[config.mk]
export PLATFORM = sky130hd
export DESIGN_NAME = irq_cmd_status
export DESIGN_NICKNAME = d
export VERILOG_FILES = /design/src/hdl/irq_regs_pkg.sv /design/src/hdl/wb_req_if.sv /design/src/hdl/wb_slave_front.sv /design/src/hdl/irq_cmd_status.sv
export SDC_FILE = /design/constraint.sdc
export NUM_CORES = 1
export LEC_CHECK = 0
export ABC_AREA = 1
export BUFFER_PORTS_ARGS = -buffer_cell sky130_fd_sc_hd__buf_2
export CORE_UTILIZATION = 36
export DETAILED_ROUTE_END_ITERATION = 8
export GPL_TIMING_DRIVEN = 0
export PLACE_DENSITY = 0.67
export SYNTH_ARGS = -nofsm -noshare
export SYNTH_HDL_FRONTEND = slang
export SYNTH_HIERARCHICAL = 1
export SYNTH_SLANG_ARGS = --single-unit
[constraint.sdc]
create_clock -name clk_i -period 1.6 [get_ports clk_i]
set_input_delay 0.32 -clock clk_i [delete_from_list [all_inputs] [get_ports clk_i]]
set_output_delay 0.32 -clock clk_i [all_outputs]
set_load 0.02 [all_outputs]
[src/hdl/irq_regs_pkg.sv]
// Purpose: constants shared by the interrupt command and status register block
// Assumes: classic Wishbone slave, 32-bit data, byte addresses
// Notes:   offsets are byte addresses of aligned words
package irq_regs_pkg;
	// ----------------------------------------------------------------
	// register offsets
	// ----------------------------------------------------------------
	localparam logic [8:0] normal_vector_off   = 9'h100;
	localparam logic [8:0] fast_vector_off     = 9'h104;
	localparam logic [8:0] source_number_off   = 9'h108;
	localparam logic [8:0] pending_off         = 9'h10c;
	localparam logic [8:0] enabled_off         = 9'h110;
	localparam logic [8:0] core_line_off       = 9'h114;
	localparam logic [8:0] enable_cmd_off      = 9'h120;
	localparam logic [8:0] disable_cmd_off     = 9'h124;
	localparam logic [8:0] clear_cmd_off       = 9'h128;
	localparam logic [8:0] set_cmd_off         = 9'h12c;
	localparam logic [8:0] end_service_off     = 9'h130;
	localparam logic [8:0] spurious_off        = 9'h134;
	localparam logic [8:0] debug_off           = 9'h138;
	localparam logic [8:0] fast_en_cmd_off     = 9'h140;
	localparam logic [8:0] fast_dis_cmd_off    = 9'h144;
	localparam logic [8:0] fast_status_off     = 9'h148;
	localparam logic [8:0] evt_status_off      = 9'h150;
	localparam logic [8:0] evt_clear_off       = 9'h154;
	localparam logic [8:0] evt_enable_off      = 9'h158;
	// ----------------------------------------------------------------
	// fields and reset values
	// ----------------------------------------------------------------
	localparam int          protection_bit     = 0;
	localparam int          line_hold_bit      = 1;
	localparam int          fast_line_bit      = 0;
	localparam int          normal_line_bit    = 1;
	localparam int          source_number_w    = 5;
	localparam int          evt_eoi_bit        = 0;
	localparam int          evt_set_bit        = 1;
	localparam logic [31:0] word_reset         = 32'h0000_0000;
	localparam logic [31:0] fast_route_mask    = 32'hffff_fffe;
	localparam logic [2:0]  evt_reset          = 3'h0;
endpackage

[src/hdl/wb_req_if.sv]
// Purpose: decoded register request passed from bus slave to core
// Assumes: one request per acknowledged bus cycle
// Notes:   wr and rd are one-cycle strobes
`timescale 1ns/1ps
interface wb_req_if;
	logic        wr;
	logic        rd;
	logic [8:0]  addr;
	logic [31:0] wdata;
	logic [3:0]  sel;
	modport slave (output wr, output rd, output addr, output wdata, output sel);
	modport core  (input wr, input rd, input addr, input wdata, input sel);
endinterface

[src/hdl/wb_slave_front.sv]
// Purpose: classic Wishbone front end, one request per bus cycle
// Assumes: master holds request until ack is seen
// Notes:   ack comes one edge after the request appears, then drops
`timescale 1ns/1ps
module wb_slave_front (
	input  wire logic        clk_i,
	input  wire logic        rst_i,
	input  wire logic        cyc_i,
	input  wire logic        stb_i,
	input  wire logic        we_i,
	input  wire logic [31:0] adr_i,
	input  wire logic [31:0] dat_i,
	input  wire logic [3:0]  sel_i,
	output logic             ack_o,
	wb_req_if.slave          req
);
	logic ack_reg;
	wire  start = cyc_i & stb_i & ~ack_reg;

	// ----------------------------------------------------------------
	// request strobes
	// ----------------------------------------------------------------
	// strobe only in the cycle before ack, so each bus cycle acts once
	assign req.wr    = start & we_i;
	assign req.rd    = start & ~we_i;
	assign req.addr  = adr_i[8:0];
	assign req.wdata = dat_i;
	assign req.sel   = sel_i;
	assign ack_o     = ack_reg;

	// ack one cycle after start, dropped the cycle after
	always_ff @(posedge clk_i) begin
		if (rst_i) ack_reg <= 1'b0;
		else       ack_reg <= start;
	end
endmodule

[src/hdl/irq_cmd_status.sv]
// Purpose: command and status registers of a vectored interrupt controller
// Assumes: priority logic outside supplies current source and request levels
// Notes:   request lines to the core are active low and registered
`timescale 1ns/1ps
module irq_cmd_status (
	input  wire logic        clk_i,
	input  wire logic        rst_i,
	// wishbone slave
	input  wire logic        cyc_i,
	input  wire logic        stb_i,
	input  wire logic        we_i,
	input  wire logic [31:0] adr_i,
	input  wire logic [31:0] dat_i,
	input  wire logic [3:0]  sel_i,
	output logic [31:0]      dat_o,
	output logic             ack_o,
	// priority and vectoring logic
	input  wire logic [31:0] source_level_i,
	input  wire logic [4:0]  current_source_number_i,
	input  wire logic        current_valid_i,
	input  wire logic        fast_current_i,
	input  wire logic        normal_request_i,
	input  wire logic        fast_request_i,
	input  wire logic [31:0] current_vector_i,
	input  wire logic [31:0] fast_vector_i,
	output logic [31:0]      pending_o,
	output logic [31:0]      enabled_o,
	output logic [31:0]      fast_route_o,
	output logic             end_of_service_o,
	output logic             normal_vector_read_o,
	output logic             fast_vector_read_o,
	output logic             protection_select_o,
	// core request lines
	output logic             normal_request_line_n_o,
	output logic             fast_request_line_n_o,
	// block interrupt
	output logic             irq_o
);
	wb_req_if req ();
	logic        wb_ack;

	logic [31:0] pending_reg;
	logic [31:0] pending_next;
	logic [31:0] enabled_reg;
	logic [31:0] enabled_next;
	logic [31:0] fast_route_reg;
	logic [31:0] fast_route_next;
	logic [31:0] spurious_reg;
	logic [1:0]  debug_reg;
	logic        normal_n_reg;
	logic        fast_n_reg;
	logic [31:0] rdata_reg;
	logic        eos_reg;
	logic        nvr_reg;
	logic        fvr_reg;
	logic [2:0]  evt_status_reg;
	logic [2:0]  evt_enable_reg;
	logic        irq_reg;

	// ----------------------------------------------------------------
	// bus front end
	// ----------------------------------------------------------------
	wb_slave_front front (
		.clk_i (clk_i),
		.rst_i (rst_i),
		.cyc_i (cyc_i),
		.stb_i (stb_i),
		.we_i  (we_i),
		.adr_i (adr_i),
		.dat_i (dat_i),
		.sel_i (sel_i),
		.ack_o (wb_ack),
		.req   (req)
	);

	// ----------------------------------------------------------------
	// helpers
	// ----------------------------------------------------------------
	// byte lanes that sel marks, for partial writes to stored words
	function automatic logic [31:0] lane_mask(input logic [3:0] sel);
		lane_mask = {{8{sel[3]}}, {8{sel[2]}}, {8{sel[1]}}, {8{sel[0]}}};
	endfunction

	function automatic logic hit_write(input logic wr, input logic [8:0] a,
		input logic [8:0] off);
		hit_write = wr & (a == off);
	endfunction

	// ----------------------------------------------------------------
	// write and vector read decode
	// ----------------------------------------------------------------
	wire [31:0] wmask    = lane_mask(req.sel);
	wire [31:0] wbits    = req.wdata & wmask;
	wire        wr_en    = hit_write(req.wr, req.addr, irq_regs_pkg::enable_cmd_off);
	wire        wr_dis   = hit_write(req.wr, req.addr, irq_regs_pkg::disable_cmd_off);
	wire        wr_clr   = hit_write(req.wr, req.addr, irq_regs_pkg::clear_cmd_off);
	wire        wr_set   = hit_write(req.wr, req.addr, irq_regs_pkg::set_cmd_off);
	wire        wr_eos   = hit_write(req.wr, req.addr, irq_regs_pkg::end_service_off);
	wire        wr_spu   = hit_write(req.wr, req.addr, irq_regs_pkg::spurious_off);
	wire        wr_dbg   = hit_write(req.wr, req.addr, irq_regs_pkg::debug_off);
	wire        wr_ffen  = hit_write(req.wr, req.addr, irq_regs_pkg::fast_en_cmd_off);
	wire        wr_ffdis = hit_write(req.wr, req.addr, irq_regs_pkg::fast_dis_cmd_off);
	wire        wr_eclr  = hit_write(req.wr, req.addr, irq_regs_pkg::evt_clear_off);
	wire        wr_een   = hit_write(req.wr, req.addr, irq_regs_pkg::evt_enable_off);
	wire        rd_nvec  = hit_write(req.rd, req.addr, irq_regs_pkg::normal_vector_off);
	wire        rd_fvec  = hit_write(req.rd, req.addr, irq_regs_pkg::fast_vector_off);

	// ----------------------------------------------------------------
	// per-source state next values
	// ----------------------------------------------------------------
	// a command bit of zero leaves its source alone
	assign enabled_next = wr_en  ? (enabled_reg | wbits)  :
	                      wr_dis ? (enabled_reg & ~wbits) :
	                      enabled_reg;
	// a source level arriving with a clear keeps the bit set
	assign pending_next = ((wr_clr ? (pending_reg & ~wbits) : pending_reg)
	                      | (wr_set ? wbits : 32'h0000_0000)
	                      | source_level_i);
	// bit 0 is the fast source itself, so it can never be forced
	assign fast_route_next = wr_ffen ?
	                         (fast_route_reg | (wbits & irq_regs_pkg::fast_route_mask)) :
	                         wr_ffdis ? (fast_route_reg & ~wbits) :
	                         fast_route_reg;

	// ----------------------------------------------------------------
	// read mux
	// ----------------------------------------------------------------
	// no current source means a spurious interrupt, so the spurious word answers
	wire [31:0] nvec_word = current_valid_i ? current_vector_i : spurious_reg;
	wire [31:0] fvec_word = fast_current_i  ? fast_vector_i    : spurious_reg;
	wire [31:0] core_word = {30'h0000_0000, ~normal_n_reg, ~fast_n_reg};
	wire [31:0] num_word  = {27'h000_0000, current_source_number_i};
	logic [31:0] rmux;
	always_comb begin
		case (req.addr)
			irq_regs_pkg::normal_vector_off: rmux = nvec_word;
			irq_regs_pkg::fast_vector_off:   rmux = fvec_word;
			irq_regs_pkg::source_number_off: rmux = num_word;
			irq_regs_pkg::pending_off:       rmux = pending_reg;
			irq_regs_pkg::enabled_off:       rmux = enabled_reg;
			irq_regs_pkg::core_line_off:     rmux = core_word;
			irq_regs_pkg::spurious_off:      rmux = spurious_reg;
			irq_regs_pkg::debug_off:         rmux = {30'h0000_0000, debug_reg};
			irq_regs_pkg::fast_status_off:   rmux = fast_route_reg;
			irq_regs_pkg::evt_status_off:    rmux = {29'h0000_0000, evt_status_reg};
			irq_regs_pkg::evt_enable_off:    rmux = {29'h0000_0000, evt_enable_reg};
			default:                         rmux = 32'h0000_0000;
		endcase
	end

	// ----------------------------------------------------------------
	// per-source registers
	// ----------------------------------------------------------------
	always_ff @(posedge clk_i) begin
		if (rst_i) begin
			enabled_reg    <= irq_regs_pkg::word_reset;
			pending_reg    <= irq_regs_pkg::word_reset;
			fast_route_reg <= irq_regs_pkg::word_reset;
		end else begin
			enabled_reg    <= enabled_next;
			pending_reg    <= pending_next;
			fast_route_reg <= fast_route_next;
		end
	end

	// ----------------------------------------------------------------
	// configuration registers
	// ----------------------------------------------------------------
	always_ff @(posedge clk_i) begin
		if (rst_i) begin
			spurious_reg <= irq_regs_pkg::word_reset;
			debug_reg    <= 2'h0;
		end else begin
			if (wr_spu)
				spurious_reg <= (spurious_reg & ~wmask) | wbits;
			if (wr_dbg & req.sel[0])
				debug_reg <= req.wdata[1:0];
		end
	end

	// ----------------------------------------------------------------
	// core request lines
	// ----------------------------------------------------------------
	// line hold overrides everything, so a debugger can stop the core cleanly
	wire hold = debug_reg[irq_regs_pkg::line_hold_bit];
	always_ff @(posedge clk_i) begin
		if (rst_i) begin
			normal_n_reg <= 1'b1;
			fast_n_reg   <= 1'b1;
		end else begin
			normal_n_reg <= ~(normal_request_i & ~hold);
			fast_n_reg   <= ~(fast_request_i & ~hold);
		end
	end

	// ----------------------------------------------------------------
	// bus answer and strobes
	// ----------------------------------------------------------------
	// data and strobes load on the taking edge, the same edge the front end raises ack,
	// so all of them stand in the one ack cycle
	always_ff @(posedge clk_i) begin
		if (rst_i) begin
			rdata_reg <= 32'h0000_0000;
			eos_reg   <= 1'b0;
			nvr_reg   <= 1'b0;
			fvr_reg   <= 1'b0;
		end else begin
			rdata_reg <= req.rd ? rmux : 32'h0000_0000;
			eos_reg   <= wr_eos;
			nvr_reg   <= rd_nvec;
			fvr_reg   <= rd_fvec;
		end
	end

	// ----------------------------------------------------------------
	// block interrupt
	// ----------------------------------------------------------------
	// event 0 end of service, 1 pending set by software, 2 mask change
	wire [2:0] evt_in = {wr_en | wr_dis, wr_set, wr_eos};
	always_ff @(posedge clk_i) begin
		if (rst_i) begin
			evt_status_reg <= irq_regs_pkg::evt_reset;
			evt_enable_reg <= irq_regs_pkg::evt_reset;
			irq_reg        <= 1'b0;
		end else begin
			// new event wins over a clear in the same cycle
			evt_status_reg <= (evt_status_reg & ~(wr_eclr ? req.wdata[2:0] : 3'h0))
			                  | evt_in;
			if (wr_een)
				evt_enable_reg <= req.wdata[2:0];
			irq_reg <= |(evt_status_reg & evt_enable_reg);
		end
	end

	// ----------------------------------------------------------------
	// outputs
	// ----------------------------------------------------------------
	assign dat_o                   = rdata_reg;
	assign ack_o                   = wb_ack;
	assign pending_o               = pending_reg;
	assign enabled_o               = enabled_reg;
	assign fast_route_o            = fast_route_reg;
	assign end_of_service_o        = eos_reg;
	assign normal_vector_read_o    = nvr_reg;
	assign fast_vector_read_o      = fvr_reg;
	assign protection_select_o     = debug_reg[irq_regs_pkg::protection_bit];
	assign normal_request_line_n_o = normal_n_reg;
	assign fast_request_line_n_o   = fast_n_reg;
	assign irq_o                   = irq_reg;
endmodule

Word-level counts from Yosys, hierarchy flattened
Index checks and enable logic that the tools add are counted.
{ "classes": {"eq_ne": 19, "mux": 10, "bitwise": 45, "reduce_logical": 4} }
{ "ops": {"columns": ["cell", "n"], "rows": [
  ["32-bit one-hot mux with 11 select lines", 1],
  ["32-bit two-way mux", 8],
  ["9-bit equality test (second input constant)", 19],
  ["32-bit AND", 5],
  ["32-bit OR", 5],
  ["32-bit inverter", 2],
  ["1-bit AND", 20],
  ["1-bit inverter", 8],
  ["3-bit AND", 2],
  ["2-bit nonzero test", 2],
  ["3-bit two-way mux", 1],
  ["3-bit inverter", 1],
  ["3-bit OR", 1],
  ["3-bit OR reduction", 1],
  ["2-bit OR reduction", 1],
  ["1-bit OR", 1]
]} }
{ "totals": {"reg_bits": 175, "output_inout_bits": 136} }

Depth between registers and ports, before layout
{ "depth": {"ltp_word": 8, "ltp_mapped": 12, "mapped_depth_nobuf": 10} }

By module
The synthesis kept the hierarchy.
{ "by_module_without_submodules": {"columns": ["mod", "n_inst", "cells_each", "area_per_inst_um2", "seq_area_each_um2"], "rows": [
  ["irq_cmd_status", 1, 1364, 8739.6, 3483.3],
  ["wb_slave_front", 1, 52, 386.6, 20.0]
]} }

Worst setup path before layout
OpenSTA, ideal clock, no wires.
{ "synth_path": {"path_type": "register to register", "start": "register front.ack_reg (netlist: front/ack_o)", "end": "register with a tool-made name", "setup_ps": 119, "t_arrival_ps": 1446, "setup_slack_ps": 35, "stages_incl_launch_ff": 10, "n_path_buf": 1, "synth_period_minus_slack_ps": 1565, "path_cell_list": "dfxtp_1 -> inv_1 -> nand3_2 -> nor2_1 -> nand3_1 -> nor2_2 -> nand2_1 -> buf_2 -> o21ai_0 -> a21oi_1"} }
{ "synth_lines": {"columns": ["item", "line_no", "text"], "rows": [
  ["start, declared", "wb_slave_front.sv:17", "logic ack_reg;"],
  ["start signal, assigned", "wb_slave_front.sv:34", "else ack_reg <= start;"]
]} }

==> results by group <==
Critical path
  • Crit path kind: reg -> reg
  • Cell mode on critical path: nand2_8
  • Crit path from: front/ack_o
  • WP buf/inv: 4
  • WP data required: 1.90 ns
  • Nature of the critical path startpoint: flop
  • Arr. time, crit path: 1.99 ns
  • Worst R2R Path Depth: 11
  • CP top delay family: simple AND/OR/NAND/NOR gates
  • CP cell instances: inv_2 > nand3_4 > nor2_4 > buf_6 > nand2_8 > buf_12 > nand2_8 > clkbuf_16 > nand3_1 > nand2_1 > a21oi_1
  • WP depth: 11
  • Crit-path max FO: 9
  • Setup crit end kind: flop
  • Critical-path top delay cell: dfxtp_2
  • Worst R2R Setup Slack: -0.09 ns
  • Delay of the slowest critical-path stage: 0.33 ns
  • Critical R2R Launch: front/ack_o

Synth
  • XOR/XNOR Fraction of Synth Area: 0%
  • Top post-synthesis cells by count: nand2_1 (370), a21oi_1 (187), dfxtp_1 (175), nand3_1 (153), o21ai_0 (131)
  • Syn Nets: 1594
  • FF+latch count, synth: 175
  • Largest family of logic cells by synthesized area: simple AND/OR/NAND/NOR gates
  • Synth Flop Type: dfxtp_1
  • Most frequent cell after synthesis: nand2_1
  • Register area share after synthesis: 38.4%
  • Synth area leader: dfxtp_1
  • Synth Area in Adders: 0%
  • Synth Area in Simple Gates: 31.4%
  • Synth warn: 6
  • Synth Area per Inst: 6.45 um2
  • Syn Std Cell Area: 9130 um2
  • Synth cell types: 22
  • Mapped Cells: 1416
  • Ranking of synthesized cells by area: dfxtp_1 (38%), nand2_1 (15%), a21oi_1 (10%)
  • Top cell type's share of synthesized area: 38.4%
  • FFs w/ async S/R, synth: 0%
  • EDFF count, synth: 0
  • Proportion of synthesized area in mux cells: 0%
  • Compound-Gate Fraction of Synth Area: 17.8%

Global route
  • Vias in the first global route: 10630
  • Pin count of the biggest net entering global routing: 17
  • Total GRT Usage: 33.1%
  • Antenna violations before repair: 2
  • GRT overflow: 0
  • Global-route wire length before repair: 63400 um

STA
  • RSZ-0062 raised after global routing: yes
  • Fin crit period: 1.69 ns
  • Fmax: 592 MHz
  • Rel. slew slack: 20.0%
  • Measured slew at the worst slew-check pin: 1.20 ns
  • Max Slew Vio Count: 0
  • Worst setup margin: -0.0895 ns
  • Hold violation count in the final report: 0
  • Worst Skew: 0.0130 ns
  • # setup viols final: 95
  • Crit share post-route: 106%
  • Hold WS: 0.0506 ns

Die
  • Die Width: 161 um
  • Chip height: 161 um
  • Core ar.: 24600 um2
  • Die area: 26000 um2
  • FP Rows: 57
  • Starting density of the core: 37.1%
  • I/O pins: 314

Power and ir drop
  • Switching Fraction: 26.2%
  • Worst VDD drop: 0.622 mV
  • Comb pwr share: 11.0%
  • PwrDens: 801 nW/um2
  • Pint: 0.00756 W
  • Clk pwr share: 45.4%
  • Leakage: 5.87 nW
  • Switching pwr: 0.00269 W
  • Power share of the sequential group: 43.6%

Routing
  • Total number of vias: 11476
  • Avg WL per Cell: 21.8 um
  • Drt total wl: 44700 um
  • First-pass DRT Iterations: 7
  • Initial drt markers: 1572
  • Residual DRC count: 0
  • Post-DRT Antenna Nets: 0
  • Via density: 5.60

Outcome
  • Outcome: finished, violations left
  • Failing checks: negative setup slack

Clocking
  • Max clock buf depth: 2
  • Clock sink count: 175
  • Root Buffer: clkbuf_16
  • Clk Latency, worst-skew pair: 0.46 ns
  • CTS H-tree depth: 4
  • Clock slew at reported path FFs: 0.07 ns
  • Total CTS buffers: 17
  • CTS tree: yes
  • Hold buffer count at CTS: 0

Place
  • Placement Setup Slack: -0.925 ns
  • IO Port Bufs: 243
  • Placer Congestion: 0.962
  • Placed Area: 10700 um2
  • Inst Count DP: 1983
  • Final HPWL DP: 31600 um

Run
  • Maximum Capacitance Violations: 0

Hold path
  • Min-Delay Path Class: in -> reg

Layout
  • Synthesis-to-finish area growth: 40.3%
  • Finished Cell Area: 12800 um2
  • Non-Filler Instances: 2051
  • Fin nets: 1891
  • Share of post-route cells with drive strength above 1: 31.7%
  • Final Util: 52.1%
## per-stage QoR
step / power (W) / setup TNS, ns
6_report: 0.0103 / -3.57
5_1_grt: 0.0105 / -10.81
4_1_cts: 0.0101 / -3.69
3_5_place_dp: 0.00555 / -92.05
3_3_place_gp: 0.00555 / -90.90
2_1_floorplan: 0.00509 / 0
## placed cells by master (no fill, tap or decap), drive strengths merged
master    Yosys  layout
nand2       371     371
nand3       156     156
clkbuf       42      72
dfxtp       175     175
bufinv        0       4
nor2        123     123
inv         107     107
clkinv        0       1
diode         0       2
a21oi       187     187
nand4         6       6
o21ai       135     135
clkinvlp      0       3
nor3         24      24
buf          88     359
o211ai        2       2
## worst min-delay path by stage
stage	from	to	slack [ns]	cells after the start
2_1_floorplan	rst_i	front/ack_o	0.39	1
3_3_place_gp	flop	flop	0.46	2
3_5_place_dp	flop	flop	0.46	2
4_1_cts	fast_request_i	fast_request_line_n_o	0.05	2
5_1_grt	normal_request_i	normal_request_line_n_o	0.07	2
6_report	fast_request_i	fast_request_line_n_o	0.05	2
## cell type report
cell class | count | area (um2)
multi-input combinational | 1004 | 5120
tap | 324 | 405
sequential | 175 | 3500
clock buffer | 23 | 488
buffer | 130 | 1030
antenna | 2 | 5.00
clock inverter | 8 | 153
inverter | 107 | 410
timing repair buffer | 278 | 1690
fill | 2451 | 11800
## cells by family after synthesis
group / after synthesis
and+or+nand+nor: 680
AOI/OAI and AO/OA: 324
buffers and inverters: 237
DFF: 175
## power by group through the flow
stage / logic, W / registers (W) / clock network [W]
finish: 0.00113 / 0.00447 / 0.00466
floorplan: 0.000463 / 0.00463 / 0
CTS: 0.00104 / 0.00447 / 0.00464
global placement: 0.000979 / 0.00457 / 0
global route: 0.00119 / 0.00448 / 0.00482
detailed placement: 0.000984 / 0.00457 / 0
## per-layer routing
| metal | share of wire [%] | GRT usage (%) | wire length, um |
|---|---|---|---|
| met1 | 39 | 42.6 | 17200 |
| met2 | 44 | 51.5 | 19500 |
| met3 | 12 | 7.16 | 5350 |
| met4 | 5.8 | 18.2 | 2580 |
| met5 | 0 | 0 | 0 |
## repair_timing
action                                  4_1_cts  5_1_grt
endpoints found under the setup margin      150      157
gates cloned                                  6        5
endpoints found under the hold margin         0        0
buffers inserted                             17        8
gates resized for setup                     157      196
pin swaps                                    16       26
Power figures use the tool's default switching activity.
